$ cat src/shared/capture_pkg.sv
// Package: register map, fields, modes and states of the capture channel.
// Assumes a 32-bit APB slave with word-aligned registers.
package capture_pkg;
  localparam logic [11:0] addr_control = 12'h000;
  localparam logic [11:0] addr_mode = 12'h004;
  localparam logic [11:0] addr_trigger = 12'h008;
  localparam logic [11:0] addr_status = 12'h00c;
  localparam logic [11:0] addr_counter = 12'h010;
  localparam logic [11:0] addr_capture = 12'h014;
  localparam logic [11:0] addr_enable = 12'h018;
  localparam int bit_power = 0;
  localparam int bit_start = 0;
  localparam int bit_stop = 1;
  localparam int bit_ovf = 0;
  localparam int bit_width_mode = 2;
  localparam int bit_cis_lo = 0;
  localparam int bit_cis_hi = 1;
  localparam logic [15:0] count_zero = 16'h0000;
  localparam logic [15:0] count_one = 16'h0001;
  localparam logic [15:0] count_full = 16'hffff;
  localparam logic [2:0] mode_reset = 3'h0;
  localparam logic [1:0] cis_low = 2'h2;
  localparam logic [1:0] cis_high = 2'h3;
  typedef enum logic [1:0] {st_idle, st_wait, st_count} chan_state_t;
endpackage

$ cat src/shared/edge_if.sv
// Interface: synchronised pin level and its edge pulses.
// Assumes one clock domain shared by producer and consumer.
interface edge_if;
  logic level;
  logic rise;
  logic fall;
  modport src (output level, output rise, output fall);
  modport dst (input level, input rise, input fall);
endinterface

$ cat src/hdl/apb_regs.sv
// APB write-strobe and read-mux helper for the capture channel.
// Assumes zero-wait APB; pready is high only in the access cycle after setup.
module apb_regs import capture_pkg::*; (
  input wire logic psel,
  input wire logic penable,
  input wire logic pwrite,
  input wire logic [11:0] paddr,
  input wire logic [31:0] ctl_q,
  input wire logic [31:0] mode_q,
  input wire logic [31:0] stat_q,
  input wire logic [31:0] cnt_q,
  input wire logic [31:0] cap_q,
  input wire logic [31:0] en_q,
  output logic wr,
  output logic [31:0] rdata,
  output logic err
);
  always_comb begin
    wr = psel & penable & pwrite;
    err = 1'b0;
    case (paddr)
      addr_control: rdata = ctl_q;
      addr_mode: rdata = mode_q;
      addr_trigger: rdata = 32'h0000_0000;
      addr_status: rdata = stat_q;
      addr_counter: rdata = cnt_q;
      addr_capture: rdata = cap_q;
      addr_enable: rdata = en_q;
      default: begin
        rdata = 32'h0000_0000;
        err = 1'b1;
      end
    endcase
  end
endmodule // apb_regs

$ cat src/hdl/pin_sync.sv
// Two-stage synchroniser and edge detector for the timer input pin.
// Assumes the pin is asynchronous to pclk.
module pin_sync (
  input wire logic pclk,
  input wire logic presetn,
  input wire logic ce,
  input wire logic clr,
  input wire logic pin,
  edge_if.src e
);
  typedef struct packed {
    logic s1;
    logic s2;
    logic s3;
  } sync_t;
  sync_t r_r, r_nxt;
  always_comb begin
    r_nxt = r_r;
    if (clr) begin
      r_nxt = '0;
    end else if (ce) begin
      r_nxt.s1 = pin;
      r_nxt.s2 = r_r.s1;
      r_nxt.s3 = r_r.s2;
    end
  end
  always_ff @(posedge pclk or negedge presetn) begin
    if (!presetn) r_r <= '0;
    else r_r <= r_nxt;
  end
  // Edges only from the second stage onward
  assign e.level = r_r.s2;
  assign e.rise = ce & r_r.s2 & ~r_r.s3;
  assign e.fall = ce & ~r_r.s2 & r_r.s3;
endmodule // pin_sync

$ cat src/hdl/pulse_capture.sv
// Input pulse width / interval capture channel with APB registers.
// Assumes APB master on pclk; timer_input_pin is asynchronous.
// Summary of operation
// - Interval: capture, clear counter, interrupt per edge
// - Interval: overflow flag per capture
// - Stop trigger clears enable, self-clears
// - Stop keeps counter and overflow flag
// - Power-enable low resets all registers
// - Width mode counter counts up
// - Start sets enable, waits start edge
// - Start edge: count from zero
// - Capture edge: store, interrupt, overflow flag
// - Counter halts at capture plus one
// - Multiple wraps still one overflow flag
// - Edge select 10 low, 11 high
// - High width: rise starts, fall captures
// - Start ignored while enabled in width mode
// - Pin sampled on clock, one cycle error
// - Width equals overflow*10000H plus capture plus one
// - Capture, counter, status readable anytime
//
// Added by the designer: the register offsets and the APB interface to the registers.
module pulse_capture import capture_pkg::*; (
  input wire logic pclk,
  input wire logic presetn,
  input wire logic clk_en,
  input wire logic psel,
  input wire logic penable,
  input wire logic pwrite,
  input wire logic [11:0] paddr,
  input wire logic [31:0] pwdata,
  input wire logic timer_input_pin,
  output logic [31:0] prdata,
  output logic pready,
  output logic pslverr,
  output logic channel_interrupt
);
  typedef struct packed {
    logic power;
    logic [2:0] mode;
    logic enable;
    chan_state_t st;
    logic [15:0] cnt;
    logic [15:0] cap;
    logic ovf;
    logic wrapped;
    logic irq;
    logic [31:0] rdata;
    logic rdy;
    logic err;
  } cap_t;
  cap_t r_r, r_nxt;
  edge_if pin_e();
  logic wr, err_c;
  logic [31:0] rdata_c;
  logic start_hit, stop_hit, start_edge, cap_edge, width_mode;
  logic ena;
  logic [1:0] edge_sel;

  assign ena = clk_en & r_r.power;

  pin_sync u_sync (
    .pclk(pclk),
    .presetn(presetn),
    .ce(ena),
    .clr(~r_r.power),
    .pin(timer_input_pin),
    .e(pin_e)
  );

  apb_regs u_regs (
    .psel(psel),
    .penable(penable),
    .pwrite(pwrite),
    .paddr(paddr),
    .ctl_q({31'h0, r_r.power}),
    .mode_q({29'h0, r_r.mode}),
    .stat_q({31'h0, r_r.ovf}),
    .cnt_q({16'h0, r_r.cnt}),
    .cap_q({16'h0, r_r.cap}),
    .en_q({31'h0, r_r.enable}),
    .wr(wr),
    .rdata(rdata_c),
    .err(err_c)
  );

  assign width_mode = r_r.mode[bit_width_mode];
  assign edge_sel = r_r.mode[bit_cis_hi:bit_cis_lo];
  assign start_hit = wr & (paddr == addr_trigger) & pwdata[bit_start];
  assign stop_hit = wr & (paddr == addr_trigger) & pwdata[bit_stop];
  // Edge select picks which pin edge opens and closes a width
  always_comb begin
    start_edge = 1'b0;
    cap_edge = 1'b0;
    case (edge_sel)
      cis_high: begin
        start_edge = pin_e.rise;
        cap_edge = pin_e.fall;
      end
      cis_low: begin
        start_edge = pin_e.fall;
        cap_edge = pin_e.rise;
      end
      default: begin
        cap_edge = pin_e.rise;
      end
    endcase
  end

  always_comb begin
    r_nxt = r_r;
    r_nxt.irq = 1'b0;
    r_nxt.rdy = 1'b0;
    r_nxt.err = 1'b0;
    if (psel & ~penable) begin
      r_nxt.rdy = 1'b1;
      r_nxt.rdata = rdata_c;
      r_nxt.err = err_c;
    end
    if (clk_en) begin
      if (wr & (paddr == addr_control)) begin
        r_nxt.power = pwdata[bit_power];
      end
      if (ena) begin
        if (wr & (paddr == addr_mode)) begin
          if (r_r.enable) begin
            r_nxt.mode[bit_cis_hi:bit_cis_lo] =
              pwdata[bit_cis_hi:bit_cis_lo];
          end else begin
            r_nxt.mode = pwdata[bit_width_mode:bit_cis_lo];
          end
        end
        case (r_r.st)
          st_idle: begin
            if (start_hit) begin
              r_nxt.enable = 1'b1;
              if (width_mode) begin
                r_nxt.st = st_wait;
              end else begin
                r_nxt.st = st_count;
                r_nxt.cnt = count_zero;
                r_nxt.wrapped = 1'b0;
              end
            end
          end
          st_wait: begin
            // Start edge seen on the synchronised pin restarts from zero
            if (start_edge) begin
              r_nxt.st = st_count;
              r_nxt.cnt = count_zero;
              r_nxt.wrapped = 1'b0;
            end
          end
          st_count: begin
            r_nxt.cnt = r_r.cnt + count_one;
            if (r_r.cnt == count_full) begin
              r_nxt.wrapped = 1'b1;
            end
            if (width_mode) begin
              if (cap_edge) begin
                r_nxt.cap = r_r.cnt;
                r_nxt.irq = 1'b1;
                r_nxt.ovf = r_r.wrapped | (r_r.cnt == count_full);
                r_nxt.st = st_wait;
              end
            end else if (cap_edge | start_hit) begin
              r_nxt.cap = r_r.cnt;
              r_nxt.cnt = count_zero;
              r_nxt.irq = 1'b1;
              r_nxt.ovf = r_r.wrapped | (r_r.cnt == count_full);
              r_nxt.wrapped = 1'b0;
            end
          end
          default: r_nxt.st = st_idle;
        endcase
        // Start while running in width mode is dropped here
        if (stop_hit) begin
          r_nxt.enable = 1'b0;
          r_nxt.st = st_idle;
          r_nxt.cnt = r_r.cnt;
          // A capture racing the stop is dropped whole, flag included
          r_nxt.cap = r_r.cap;
          r_nxt.ovf = r_r.ovf;
          r_nxt.irq = 1'b0;
        end
      end
      if (~r_r.power) begin
        r_nxt.mode = mode_reset;
        r_nxt.enable = 1'b0;
        r_nxt.st = st_idle;
        r_nxt.cnt = count_zero;
        r_nxt.cap = count_zero;
        r_nxt.ovf = 1'b0;
        r_nxt.wrapped = 1'b0;
      end
    end
  end

  always_ff @(posedge pclk or negedge presetn) begin
    if (!presetn) begin
      r_r <= '0;
    end else begin
      r_r <= r_nxt;
    end
  end

  assign prdata = r_r.rdata;
  assign pready = r_r.rdy;
  assign pslverr = r_r.err;
  assign channel_interrupt = r_r.irq;

  stop_holds_a: assert property (
    @(posedge pclk) disable iff (!presetn)
    clk_en && r_r.power && stop_hit |=> !r_r.enable && $stable(r_r.ovf))
    else $error("stop did not hold state");
  start_ignored_a: assert property (
    @(posedge pclk) disable iff (!presetn)
    clk_en && r_r.power && r_r.enable && width_mode && r_r.st == st_count
    && start_hit && !stop_hit && !cap_edge
    |=> r_r.st == st_count && r_r.cnt == $past(r_r.cnt) + count_one)
    else $error("start not ignored");
  capture_halt_a: assert property (
    @(posedge pclk) disable iff (!presetn)
    r_r.st == st_wait && clk_en && r_r.power && !start_edge && !stop_hit
    |=> r_r.cnt == $past(r_r.cnt))
    else $error("counter moved while waiting");
  cap_irq_a: assert property (
    @(posedge pclk) disable iff (!presetn)
    $changed(r_r.cap) && $past(r_r.power) |-> r_r.irq)
    else $error("capture without interrupt");
  cap_plus_one_a: assert property (
    @(posedge pclk) disable iff (!presetn)
    r_r.irq && width_mode && r_r.st == st_wait
    |-> r_r.cnt == r_r.cap + count_one)
    else $error("counter not capture plus one");
  power_off_a: assert property (
    @(posedge pclk) disable iff (!presetn)
    clk_en && !r_r.power |=> r_r.cnt == count_zero && !r_r.enable)
    else $error("power off did not reset");
  start_sets_a: assert property (
    @(posedge pclk) disable iff (!presetn)
    clk_en && r_r.power && r_r.st == st_idle && start_hit && !stop_hit
    |=> r_r.enable)
    else $error("start did not enable");
  count_zero_a: assert property (
    @(posedge pclk) disable iff (!presetn)
    clk_en && r_r.power && r_r.st == st_wait && start_edge && !stop_hit
    |=> r_r.cnt == count_zero ##1 (!$past(clk_en) || r_r.cnt != count_zero
    || r_r.st != st_count))
    else $error("start edge did not begin at zero");
  ivl_clear_a: assert property (
    @(posedge pclk) disable iff (!presetn)
    clk_en && r_r.power && !width_mode && r_r.st == st_count
    && (cap_edge || start_hit) && !stop_hit
    |=> r_r.cnt == count_zero && r_r.irq)
    else $error("interval capture did not clear");
  ivl_ovf_clr_a: assert property (
    @(posedge pclk) disable iff (!presetn)
    clk_en && r_r.power && !width_mode && r_r.st == st_count
    && (cap_edge || start_hit) && !stop_hit
    && !r_r.wrapped && r_r.cnt != count_full |=> !r_r.ovf)
    else $error("overflow flag not cleared");
  stop_keeps_a: assert property (
    @(posedge pclk) disable iff (!presetn)
    clk_en && r_r.power && stop_hit
    |=> r_r.cnt == $past(r_r.cnt) && r_r.st == st_idle)
    else $error("stop changed the count");
  width_count_a: assert property (
    @(posedge pclk) disable iff (!presetn)
    clk_en && r_r.power && width_mode && r_r.st == st_count && !stop_hit
    |=> r_r.cnt == $past(r_r.cnt) + count_one)
    else $error("width counter did not count up");
  high_start_a: assert property (
    @(posedge pclk) disable iff (!presetn)
    clk_en && r_r.power && r_r.st == st_wait && edge_sel == cis_high
    && pin_e.rise && !stop_hit |=> r_r.st == st_count)
    else $error("rising edge did not start high width");
  low_start_a: assert property (
    @(posedge pclk) disable iff (!presetn)
    clk_en && r_r.power && r_r.st == st_wait && edge_sel == cis_low
    && pin_e.fall && !stop_hit |=> r_r.st == st_count)
    else $error("falling edge did not start low width");
  high_cap_a: assert property (
    @(posedge pclk) disable iff (!presetn)
    clk_en && r_r.power && width_mode && r_r.st == st_count
    && edge_sel == cis_high && pin_e.fall && !stop_hit
    |=> r_r.irq && r_r.st == st_wait)
    else $error("falling edge did not capture high width");
  low_cap_a: assert property (
    @(posedge pclk) disable iff (!presetn)
    clk_en && r_r.power && width_mode && r_r.st == st_count
    && edge_sel == cis_low && pin_e.rise && !stop_hit
    |=> r_r.irq && r_r.st == st_wait)
    else $error("rising edge did not capture low width");
  wait_no_cap_a: assert property (
    @(posedge pclk) disable iff (!presetn)
    clk_en && r_r.power && r_r.st == st_wait
    |=> $stable(r_r.cap) && !r_r.irq)
    else $error("capture while waiting for start");
  power_clears_a: assert property (
    @(posedge pclk) disable iff (!presetn)
    clk_en && !r_r.power
    |=> r_r.cap == count_zero && !r_r.ovf && r_r.mode == mode_reset)
    else $error("power off left state behind");
  wrap_ovf_a: assert property (
    @(posedge pclk) disable iff (!presetn)
    clk_en && r_r.power && width_mode && r_r.st == st_count && r_r.wrapped
    && cap_edge && !stop_hit |=> r_r.ovf)
    else $error("wrapped width without overflow flag");
  mode_lock_a: assert property (
    @(posedge pclk) disable iff (!presetn)
    clk_en && r_r.power && r_r.enable && wr && paddr == addr_mode
    |=> r_r.mode[bit_width_mode] == $past(r_r.mode[bit_width_mode]))
    else $error("mode changed while running");
endmodule // pulse_capture

$ cat config.mk
export PLATFORM = sky130hd
export DESIGN_NAME = pulse_capture
export DESIGN_NICKNAME = d
export VERILOG_FILES = /design/src/shared/capture_pkg.sv /design/src/shared/edge_if.sv /design/src/hdl/apb_regs.sv /design/src/hdl/pin_sync.sv /design/src/hdl/pulse_capture.sv
export SDC_FILE = /design/constraint.sdc
export NUM_CORES = 1
export LEC_CHECK = 0
export ABC_AREA = 1
export BUFFER_PORTS_ARGS = -buffer_cell sky130_fd_sc_hd__buf_4
export CAP_MARGIN = 10
export CORE_ASPECT_RATIO = 1.25
export CORE_MARGIN = 4
export CORE_UTILIZATION = 55
export CTS_CLUSTER_DIAMETER = 100
export DETAILED_ROUTE_END_ITERATION = 12
export GPL_TIMING_DRIVEN = 1
export PLACE_DENSITY = 0.81
export SLEW_MARGIN = 20
export SYNTH_ARGS = -nofsm -noshare
export SYNTH_HDL_FRONTEND = slang
export SYNTH_SLANG_ARGS = --single-unit
$ cat constraint.sdc
create_clock -name pclk -period 2.35 [get_ports pclk]
set_clock_uncertainty 0.15 [all_clocks]
set_input_delay 0.3525 -clock pclk [delete_from_list [all_inputs] [get_ports pclk]]
set_output_delay 0.3525 -clock pclk [all_outputs]
set_load 0.03 [all_outputs]
==> qor.yml, run 1 <==
status:
  status: "complete, no violations"
synth:
  syn_area_per_cell_um2: 7.21
  synth_top_family_by_area: "simple AND/OR/NAND/NOR gates"
  yosys-mux-area-fraction: 0
  synth_adder_area_share: 0.00329
  synthXorXnorAreaFrac: 0.0299
  async_reset_ff_frac: 1.00
  seq_area_frac_synth: 0.414
  yosysWarnings: 0
  synthSimpleGateAreaFrac: 0.373
  synth_area_mm2: 0.00381
  synth.distinct_cells: 32
  synth_compound_area_frac: 0.0516
  syn-instance-count: 528
  synth_ff_type: "dfrtp_1"
  ys_ff_latch: 63
  synth-edff-count: 0
run:
  maxCapViolations: 0
hold_path:
  hp-class: "input pin to register"
  whs_path_depth: 3
  hold_path_end: "u_sync.r_r[2]"
  min_from: "timer_input_pin"
worst_setup_path:
  path_buf_inv: 0
  crit_top_cell: "nand2_1"
  cpMaxStageDelayCell: "dfrtp_1"
  path_cells: "ha_1, nand2_1, nor2_1, nand3_1, nor2_1, nand2_1, o21bai_1, nand2_1, nor2_1, nand2_1, nand2_1"
  r2r_cells: 11
  slowest_delay_ns: 0.42
  rrSetupSlack_ns: 0.29
  arrival_ns: 2.19
  r2r-start: "r_r[53]"
  crit_type: "register to register"
  critPathRequiredTime_ns: 2.48
  cp-end-kind: "register"
  cp_max_fo: 5
  timing.rr.end: "r_r[36]"
  cp-start-kind: "register"
  cp_top_family: "simple AND/OR/NAND/NOR gates"
timing:
  fin_crit_ns: 2.06
  rsz0062_at_grt: "no"
  max_freq_ghz: 0.486
  totalNegativeSetupSlack_ns: 0
  hold_viol: 0
  tightestPinTransition_ns: 0.802
  setup_ws_ns: 0.292
  relSlewSlack: 0.465
  slew_viol_final: 0
  period_share: 0.876
  finalSetupViolations: 0
placement:
  gp_congestion: 0.847
  dp_hpwl_mm: 5.92
  post-place-ws_ns: -0.00151
  numPortBuffers: 40
floorplan:
  die_w_um: 82.4
  core_mm2: 0.00665
  num_io_pins: 86
  die_h_um: 101
  initial_core_util: 0.573
  core.rowCount: 33
  die_area_mm2: 0.00832
clock_tree:
  cts_htree_levels: 3
  clock_latency_ns: 0.35
  cts_tree: "done"
  cts_buffer_depth: 2
  cts_root_buf: "clkbuf_8"
  numCtsBuffers: 9
  clkSinkCount: 63
  path_clk_slew_ns: 0.07
drt:
  post_drt_wl_per_cell_um: 12.8
  drtIter0Drc: 304
  ant_nets: 0
  vias_per_cell: 5.27
  firstDrtPassIters: 5
  vias: 3425
  drc: 0
  drt-total-wl_mm: 8.33
global_route:
  antenna_found_initial: 0
  grt_max_degree: 64
  grt_pass1_wl_mm: 14.4
  grt-ovfl-total: 0
  grt_pass1_vias: 3302
  grtUsageTotal: 0.221
cells_and_area:
  layout-drive-gt1-share: 0.153
  diodes: 0
  nNetsFinal: 610
  final_cell_mix: "nand2_1, dfrtp_1, nor2_1"
  syn_to_final_growth_pct: 12.0
  mostFrequentLayoutCell: "nand2_1"
  fill_cells: 580
power:
  p_leak_uw: 0.00221
  netSwitchingFraction: 0.303
  clockPowerShare: 0.409
  peakVddDrop_mv: 0.448
  p_comb_frac: 0.180
  p_per_area_mw_per_mm2: 672
  p_seq_frac: 0.412
  intPower_uw: 1990
  switching_power_uw: 868
## worst reg2reg max path, delay by kind of cell, from the launching register on
kind	cells	cell delay [ns]
flip-flops	1	0.42
AND/OR/NAND/NOR	9	0.92
adder cells (fa/ha/maj)	1	0.30
AO/OA/AOI/OAI	1	0.20
## how the worst max path moves through the flow
stage                 from  endpoint  slack (ns)  depth (start not counted)
2_1_floorplan      r_r[53]   r_r[36]        0.63                         11
3_3_place_gp      paddr[3]   r_r[65]        0.07                         12
3_5_place_dp      paddr[3]   r_r[56]      -0.002                         12
4_1_cts        edge_sel[1]   r_r[56]        0.12                          8
5_1_grt            r_r[53]   r_r[36]        0.06                         11
6_report           r_r[53]   r_r[36]        0.29                         11
## final cells by class
cell class	instances	area, um2	share of cell area
inverter	43	161	0.0379
clock buffer	9	124	0.0291
sequential	63	1580	0.370
multi-input combinational	393	1810	0.424
clock inverter	7	120	0.0282
tap	87	109	0.0255
timing repair buffer	48	363	0.0851
## power by group through the flow
stage	Clock [uW]	Combinational [uW]	Sequential [uW]
2_1_floorplan	0	380	1190
3_3_place_gp	0	486	1200
3_5_place_dp	0	508	1200
4_1_cts	1180	510	1180
5_1_grt	1240	577	1180
6_report	1170	514	1180
## synthesized netlist by cell type, types with 2 or more instances
master,n,share of area
a21oi_1,11,0.014
buf_2,4,0.0053
buf_4,33,0.065
buf_6,2,0.0059
clkbuf_1,4,0.0039
dfrtp_1,63,0.41
inv_1,38,0.037
inv_2,4,0.0039
nand2_1,196,0.19
nand2_2,3,0.0049
nand2_4,4,0.012
nand3_1,40,0.053
nand3_2,4,0.011
nand4_1,9,0.015
nand4_2,2,0.0066
nor2_1,51,0.050
nor2_2,3,0.0049
nor3_1,8,0.011
o21ai_0,23,0.030
o22ai_1,2,0.0033
xor2_1,13,0.030
## routing by layer
metal  wire length [um]  global-route usage  up-vias
met5                  0                   0        -
met4                109              0.0831        0
met3                496              0.0599       12
met2               4160               0.369       96
met1               3560               0.267     1644
li1                   -                   -     1673
## registers in the layout, summed over array words and instances, names as in the netlist
name and cells:
r_r 39, prdata 16, edge_sel 2, u_sync.r_r 2
channel_interrupt 1, pready 1, pslverr 1, u_sync.e.level 1
## per-stage QoR
stage	power [uW]	std cells	utilization	hold slack, ns	instance area [um2]
CTS	2860	650	0.641	0.0790	4260
detailed placement	1700	633	0.602	0.316	4000
finish	2860	650	0.641	0.0825	4260
global placement	1680	633	0.602	0.312	4000
global route	3000	650	0.641	0.104	4260
floorplan	1570	543	-	-0.0931	3860
## logic make-up (layout without fill, tap and decap cells)
family / Yosys count / after routing
buf+inv: 87 / 107
fa+ha+maj: 1 / 1
flops: 63 / 63
simple gates: 325 / 325
compound gates: 38 / 38
other cells: 1 / 16
xor+xnor: 13 / 13
## timing repair
item / CTS / global route
hold endpoints to repair: 63 / 0
hold buffers: 1 / 0
resized for setup: 0 / 1
setup endpoints to repair: 0 / 11
buffers inserted: 0 / 0
Note: power is estimated with default switching activity, not from simulation.
==> inputs of run 2 (changes only) <==
--- a/config.mk
+++ b/config.mk
@@ -5,12 +5,11 @@
 export SDC_FILE = /design/constraint.sdc
 export NUM_CORES = 1
 export LEC_CHECK = 0
-export ABC_AREA = 1
 export BUFFER_PORTS_ARGS = -buffer_cell sky130_fd_sc_hd__buf_4
 export CAP_MARGIN = 10
 export CORE_ASPECT_RATIO = 1.25
 export CORE_MARGIN = 4
-export CORE_UTILIZATION = 55
+export CORE_UTILIZATION = 54
 export CTS_CLUSTER_DIAMETER = 100
 export DETAILED_ROUTE_END_ITERATION = 12
 export GPL_TIMING_DRIVEN = 1
==> qor.yml, run 2 <==
timing:
  relSlewSlack: 0.483
  setup_ws_ns: -0.000545
  finalSetupViolations: 1
  slew_viol_final: 0
  tightestPinTransition_ns: 0.775
  period_share: 1.00
  hold_viol: 0
  max_freq_ghz: 0.425
  fin_crit_ns: 2.35
  rsz0062_at_grt: "yes"
drt:
  drtIter0Drc: 177
  met2_wirelength_mm: 4.04
  route.top_layer_used: "met4"
  post_drt_wl_per_cell_um: 16.4
  vias: 2785
  ant_nets: 0
  drt-total-wl_mm: 7.79
  drc: 0
  firstDrtPassIters: 5
  route.met3.wl_um: 309
  drt-met1-wl_mm: 3.25
  vias_per_cell: 5.88
synth:
  seq_area_frac_synth: 0.452
  synth_area_leaders: "dfrtp_1, buf_4, a22o_1"
  synth-edff-count: 0
  syn-instance-count: 345
  async_reset_ff_frac: 1.00
  yosysTopAreaCell: "dfrtp_1"
  synth.distinct_cells: 60
  synth_ff_type: "dfrtp_1"
  synth_common_cells: "dfrtp_1, buf_4, nand2_1"
  ys_ff_latch: 63
  yosys.area.top_type_share: 0.452
  synth_most_common_cell: "dfrtp_1"
  syn_area_per_cell_um2: 10.1
  synth_area_mm2: 0.00348
  yosysWarnings: 0
run:
  maxCapViolations: 0
worst_setup_path:
  arrival_ns: 2.43
  critPathRequiredTime_ns: 2.43
  cp-end-kind: "register"
  cp_max_fo: 6
  crit_type: "register to register"
  cp-start-kind: "register"
cells_and_area:
  diodes: 0
  layoutNonFillerInstCount: 474
  largest_register_ffs: 39
  mostFrequentLayoutCell: "dfrtp_1"
  final_cell_mix: "dfrtp_1, buf_4, nand2_1"
  fin_util: 0.651
  largest-register: "r_r"
  syn_to_final_growth_pct: 15.9
  nNetsFinal: 436
  layout-drive-gt1-share: 0.254
clock_tree:
  cts_buffer_depth: 2
  cts_root_buf: "clkbuf_8"
  clkSinkCount: 63
  cts_tree: "done"
  cts_htree_levels: 3
  numCtsBuffers: 9
  clock_latency_ns: 0.34
  path_clk_slew_ns: 0.07
floorplan:
  die_h_um: 97.8
  core_mm2: 0.00621
  core.rowCount: 32
  die_area_mm2: 0.00781
  die_w_um: 79.9
  initial_core_util: 0.561
  num_io_pins: 86
global_route:
  grt_pass1_vias: 2643
  grt-ovfl-total: 0
  grt_pass1_wl_mm: 12.8
  grtUsageTotal: 0.208
  antenna_found_initial: 0
  grt_max_degree: 64
power:
  power_uw: 2140
  peakVddDrop_mv: 0.384
  p_per_area_mw_per_mm2: 530
  p_leak_uw: 0.00196
placement:
  dp_hpwl_mm: 5.39
  gp_congestion: 0.903
  numPortBuffers: 40
  place_inst: 455
status:
  violations: "setup timing"
  status: "finished with violations"
hold_path:
  hp-class: "input pin to register"
[run 2: cell count changes after synthesis, moves of 9 or more]
| cell | change |
|---|---|
| xor2_1 | -13 |
| a21o_1 | +10 |
| nor2_1 | -39 |
| nand2_1 | -165 |
| nor3b_1 | +9 |
| a22oi_1 | +15 |
| and3_1 | +15 |
| o211ai_1 | +10 |
| inv_1 | -31 |
| a22o_1 | +19 |
| nand3_1 | -35 |
[run 2: power by group]
group / total, uW / internal [uW] / switching [uW]
clock network: 909 / 486 / 423
logic: 147 / 44.9 / 102
registers: 1090 / 1090 / 0.457
total: 2140 / 1620 / 525
[run 2: final timing paths]
path                                  start                end  slack [ns]  cells past startpoint
worst max-delay path            edge_sel[0]            r_r[59]     -0.0005                      8
min in group asynchronous           presetn  channel_interrupt        0.47                      2
worst max register to register  edge_sel[0]            r_r[59]     -0.0005                      8
max in group asynchronous           presetn            r_r[69]        1.06                      2
worst min-delay path              pwdata[2]            r_r[74]         0.1                      3
worst min register to register    prdata[6]          prdata[6]        0.33                      2
[run 2: metal layers]
metal,vias to the layer above,global-route usage
li1,1301,-
met1,1391,0.260
met2,75,0.342
met3,18,0.0535
met4,0,0.0832
met5,-,0
[run 2: critical path, stage by stage, from the launching register on]
cell and delay, ns:
dfrtp_1 0.38, or3b_4 0.42, a2111oi_4 0.44, nor2_2 0.11, o31ai_4 0.19, buf_6 0.15, clkbuf_16 0.14, o211ai_1 0.09
a21o_1 0.19
[run 2: cells by family (layout without fill, tap and decap cells)]
logic type | count (synthesis) | after routing | share of synthesized area
other cells | 1 | 16 | 0.00108
buf+inv | 59 | 88 | 0.110
mux | 7 | 7 | 0.0212
xor+xnor | 1 | 1 | 0.00251
compound gates | 108 | 108 | 0.237
fa+ha+maj | 1 | 1 | 0.00359
flops | 63 | 63 | 0.452
simple gates | 105 | 105 | 0.172
[run 2: repair_timing]
item,CTS,global route
hold buffers,1,0
resized for setup,1,2
setup buffers,0,1
pin swaps,0,4
hold endpoints to repair,63,0
endpoints found under the setup margin,1,14
gates cloned,0,1
[run 2: final cells by class]
type	count	area, um2
clock buffer	10	128
fill	523	2170
inverter	7	26.3
clock inverter	6	61.3
tap	85	106
sequential	63	1580
multi-input combinational	238	1590
timing repair buffer	65	549
[run 2: per-stage QoR]
step	hold slack (ns)	TNS [ns]	setup WS [ns]	area, um2
after floorplan	-0.0931	0	0.152	3540
after CTS	0.0924	0	0.0171	4000
after global routing	0.103	-0.693	-0.0823	4040
after detailed placement	0.321	-1.74	-0.0967	3790
final	0.0995	-0.000545	-0.000545	4040
after global placement	0.312	-0.477	-0.0333	3790
==> inputs of run 3 (changes only) <==
--- a/config.mk
+++ b/config.mk
@@ -5,15 +5,17 @@
 export SDC_FILE = /design/constraint.sdc
 export NUM_CORES = 1
 export LEC_CHECK = 0
+export ABC_AREA = 1
 export BUFFER_PORTS_ARGS = -buffer_cell sky130_fd_sc_hd__buf_4
 export CAP_MARGIN = 10
 export CORE_ASPECT_RATIO = 1.25
 export CORE_MARGIN = 4
-export CORE_UTILIZATION = 54
+export CORE_UTILIZATION = 55
 export CTS_CLUSTER_DIAMETER = 100
 export DETAILED_ROUTE_END_ITERATION = 12
 export GPL_TIMING_DRIVEN = 1
 export PLACE_DENSITY = 0.81
+export REMOVE_ABC_BUFFERS = 1
 export SLEW_MARGIN = 20
 export SYNTH_ARGS = -nofsm -noshare
 export SYNTH_HDL_FRONTEND = slang
==> qor.yml, run 3 (synthesized netlist as in run 1, its figures left out) <==
clock_tree:
  clock_latency_ns: 0.35
  path_clk_slew_ns: 0.08
  cts_htree_levels: 3
  cts_buffer_depth: 2
  numCtsBuffers: 9
  clkSinkCount: 63
  cts_root_buf: "clkbuf_8"
  cts_tree: "done"
hold_path:
  hp-class: "input pin to register"
  min_from: "timer_input_pin"
  hold_path_end: "u_sync.r_r[2]"
  whs_path_depth: 3
power:
  p_leak_uw: 0.00219
  p_per_area_mw_per_mm2: 646
  peakVddDrop_mv: 0.443
  power_uw: 2740
timing:
  finalSetupViolations: 0
  fin_crit_ns: 2.14
  rsz0062_at_grt: "no"
  tightestPinTransition_ns: 0.786
  relSlewSlack: 0.476
  totalNegativeSetupSlack_ns: 0
  max_freq_ghz: 0.468
  slew_viol_final: 0
  period_share: 0.909
  hold_viol: 0
floorplan:
  die_area_mm2: 0.00832
  core_mm2: 0.00665
  die_w_um: 82.4
  num_io_pins: 86
  die_h_um: 101
  initial_core_util: 0.573
  core.rowCount: 33
worst_setup_path:
  r2r-start: "r_r[53]"
  path_buf_inv: 0
  cpMaxStageDelayCell: "dfrtp_1"
  arrival_ns: 2.28
  r2r_cells: 11
  timing.rr.end: "r_r[36]"
  crit_type: "register to register"
  path_cells: "ha_2, nand2_1, nor2_1, nand3_1, nor2_1, nand2_1, o21bai_1, nand2_1, nor2_1, nand2_1, nand2_1"
  critPathRequiredTime_ns: 2.49
  cp-start-kind: "register"
  cp_top_family: "simple AND/OR/NAND/NOR gates"
  rrSetupSlack_ns: 0.21
  cp_max_fo: 5
  cp-end-kind: "register"
  crit_top_cell: "nand2_1"
  slowest_delay_ns: 0.42
run:
  maxCapViolations: 0
global_route:
  grt_pass1_vias: 3438
  grt-ovfl-total: 0
  grt_max_degree: 64
  grt_pass1_wl_mm: 14.8
  antenna_found_initial: 0
  grtUsageTotal: 0.225
cells_and_area:
  diodes: 0
  regArea_mm2: 0.00158
  final_cell_mix: "nand2_1, dfrtp_1, nor2_1"
  layout-drive-gt1-share: 0.155
  fill_cells: 553
  largest-register: "r_r"
  multi_input_area_mm2: 0.00181
  syn_to_final_growth_pct: 11.4
  layoutNonFillerInstCount: 650
  largest_register_ffs: 39
  mostFrequentLayoutCell: "nand2_1"
  nNetsFinal: 610
  fin_util: 0.638
drt:
  ant_nets: 0
  firstDrtPassIters: 5
  post_drt_wl_per_cell_um: 13.2
  vias: 3470
  vias_per_cell: 5.34
  drc: 0
  drtIter0Drc: 210
  drt-total-wl_mm: 8.60
status:
  status: "complete, no violations"
placement:
  numPortBuffers: 40
  place_inst: 633
  gp_congestion: 0.905
  dp_hpwl_mm: 6.10
run 3: cell count changes in the layout (fill, tap and decap cells not counted), moves of 13 or more:
cell	delta
nor2_1	+39
inv_1	+31
xor2_1	+13
a22oi_1	-15
a22o_1	-19
and3_1	-15
nand3_1	+35
nand2_1	+165
run 3: worst max path at each step:
| stage | start | end | depth (start not counted) |
|---|---|---|---|
| global placement | paddr[3] | r_r[61] | 12 |
| finish | r_r[53] | r_r[36] | 11 |
| global route | r_r[53] | r_r[36] | 11 |
| floorplan | r_r[75] | r_r[68] | 8 |
| CTS | r_r[75] | r_r[56] | 8 |
| detailed placement | paddr[3] | r_r[56] | 12 |
run 3: final cells by class:
type,count,area share
Sequential cell,63,0.372
Clock buffer,9,0.0292
Timing Repair Buffer,48,0.0856
Multi-Input combinational cell,393,0.427
Tap cell,87,0.0257
Clock inverter,7,0.0227
Inverter,43,0.0381
run 3: layer usage:
metal	up-vias	share of wire	track usage
li1	1682	-	-
met2	127	0.50	0.376
met3	14	0.067	0.0465
met4	0	0.015	0.101
met5	-	0	0
met1	1647	0.42	0.274
run 3: where the power goes:
group / leakage [uW] / internal [uW] / switching [uW] / total [uW]
Clock: 0.000102 / 598 / 466 / 1060
Sequential: 0.000856 / 1130 / 49.4 / 1180
Combinational: 0.00123 / 151 / 347 / 498
Total: 0.00219 / 1880 / 862 / 2740
run 3: what timing repair did:
action / 4_1_cts / 5_1_grt
gates resized for setup: 0 / 2
endpoints found under the setup margin: 0 / 3
setup buffers: 0 / 0
hold buffers: 1 / 0
hold endpoints to repair: 63 / 0
run 3: metrics by stage:
step	setup slack (ns)	instance area [um2]	hold slack, ns
floorplan	0.449	3540	-0.0931
global placement	0.0759	4000	0.312
detailed placement	0.0129	4000	0.316
CTS	0.140	4230	0.0587
global route	0.0368	4240	0.0752
finish	0.214	4240	0.0572
run 3: tightest hold or removal path, delay by kind of cell:
family          cells  cell delay [ns]
buf+inv             1             0.08
compound gates      1             0.06
simple gates        1             0.04
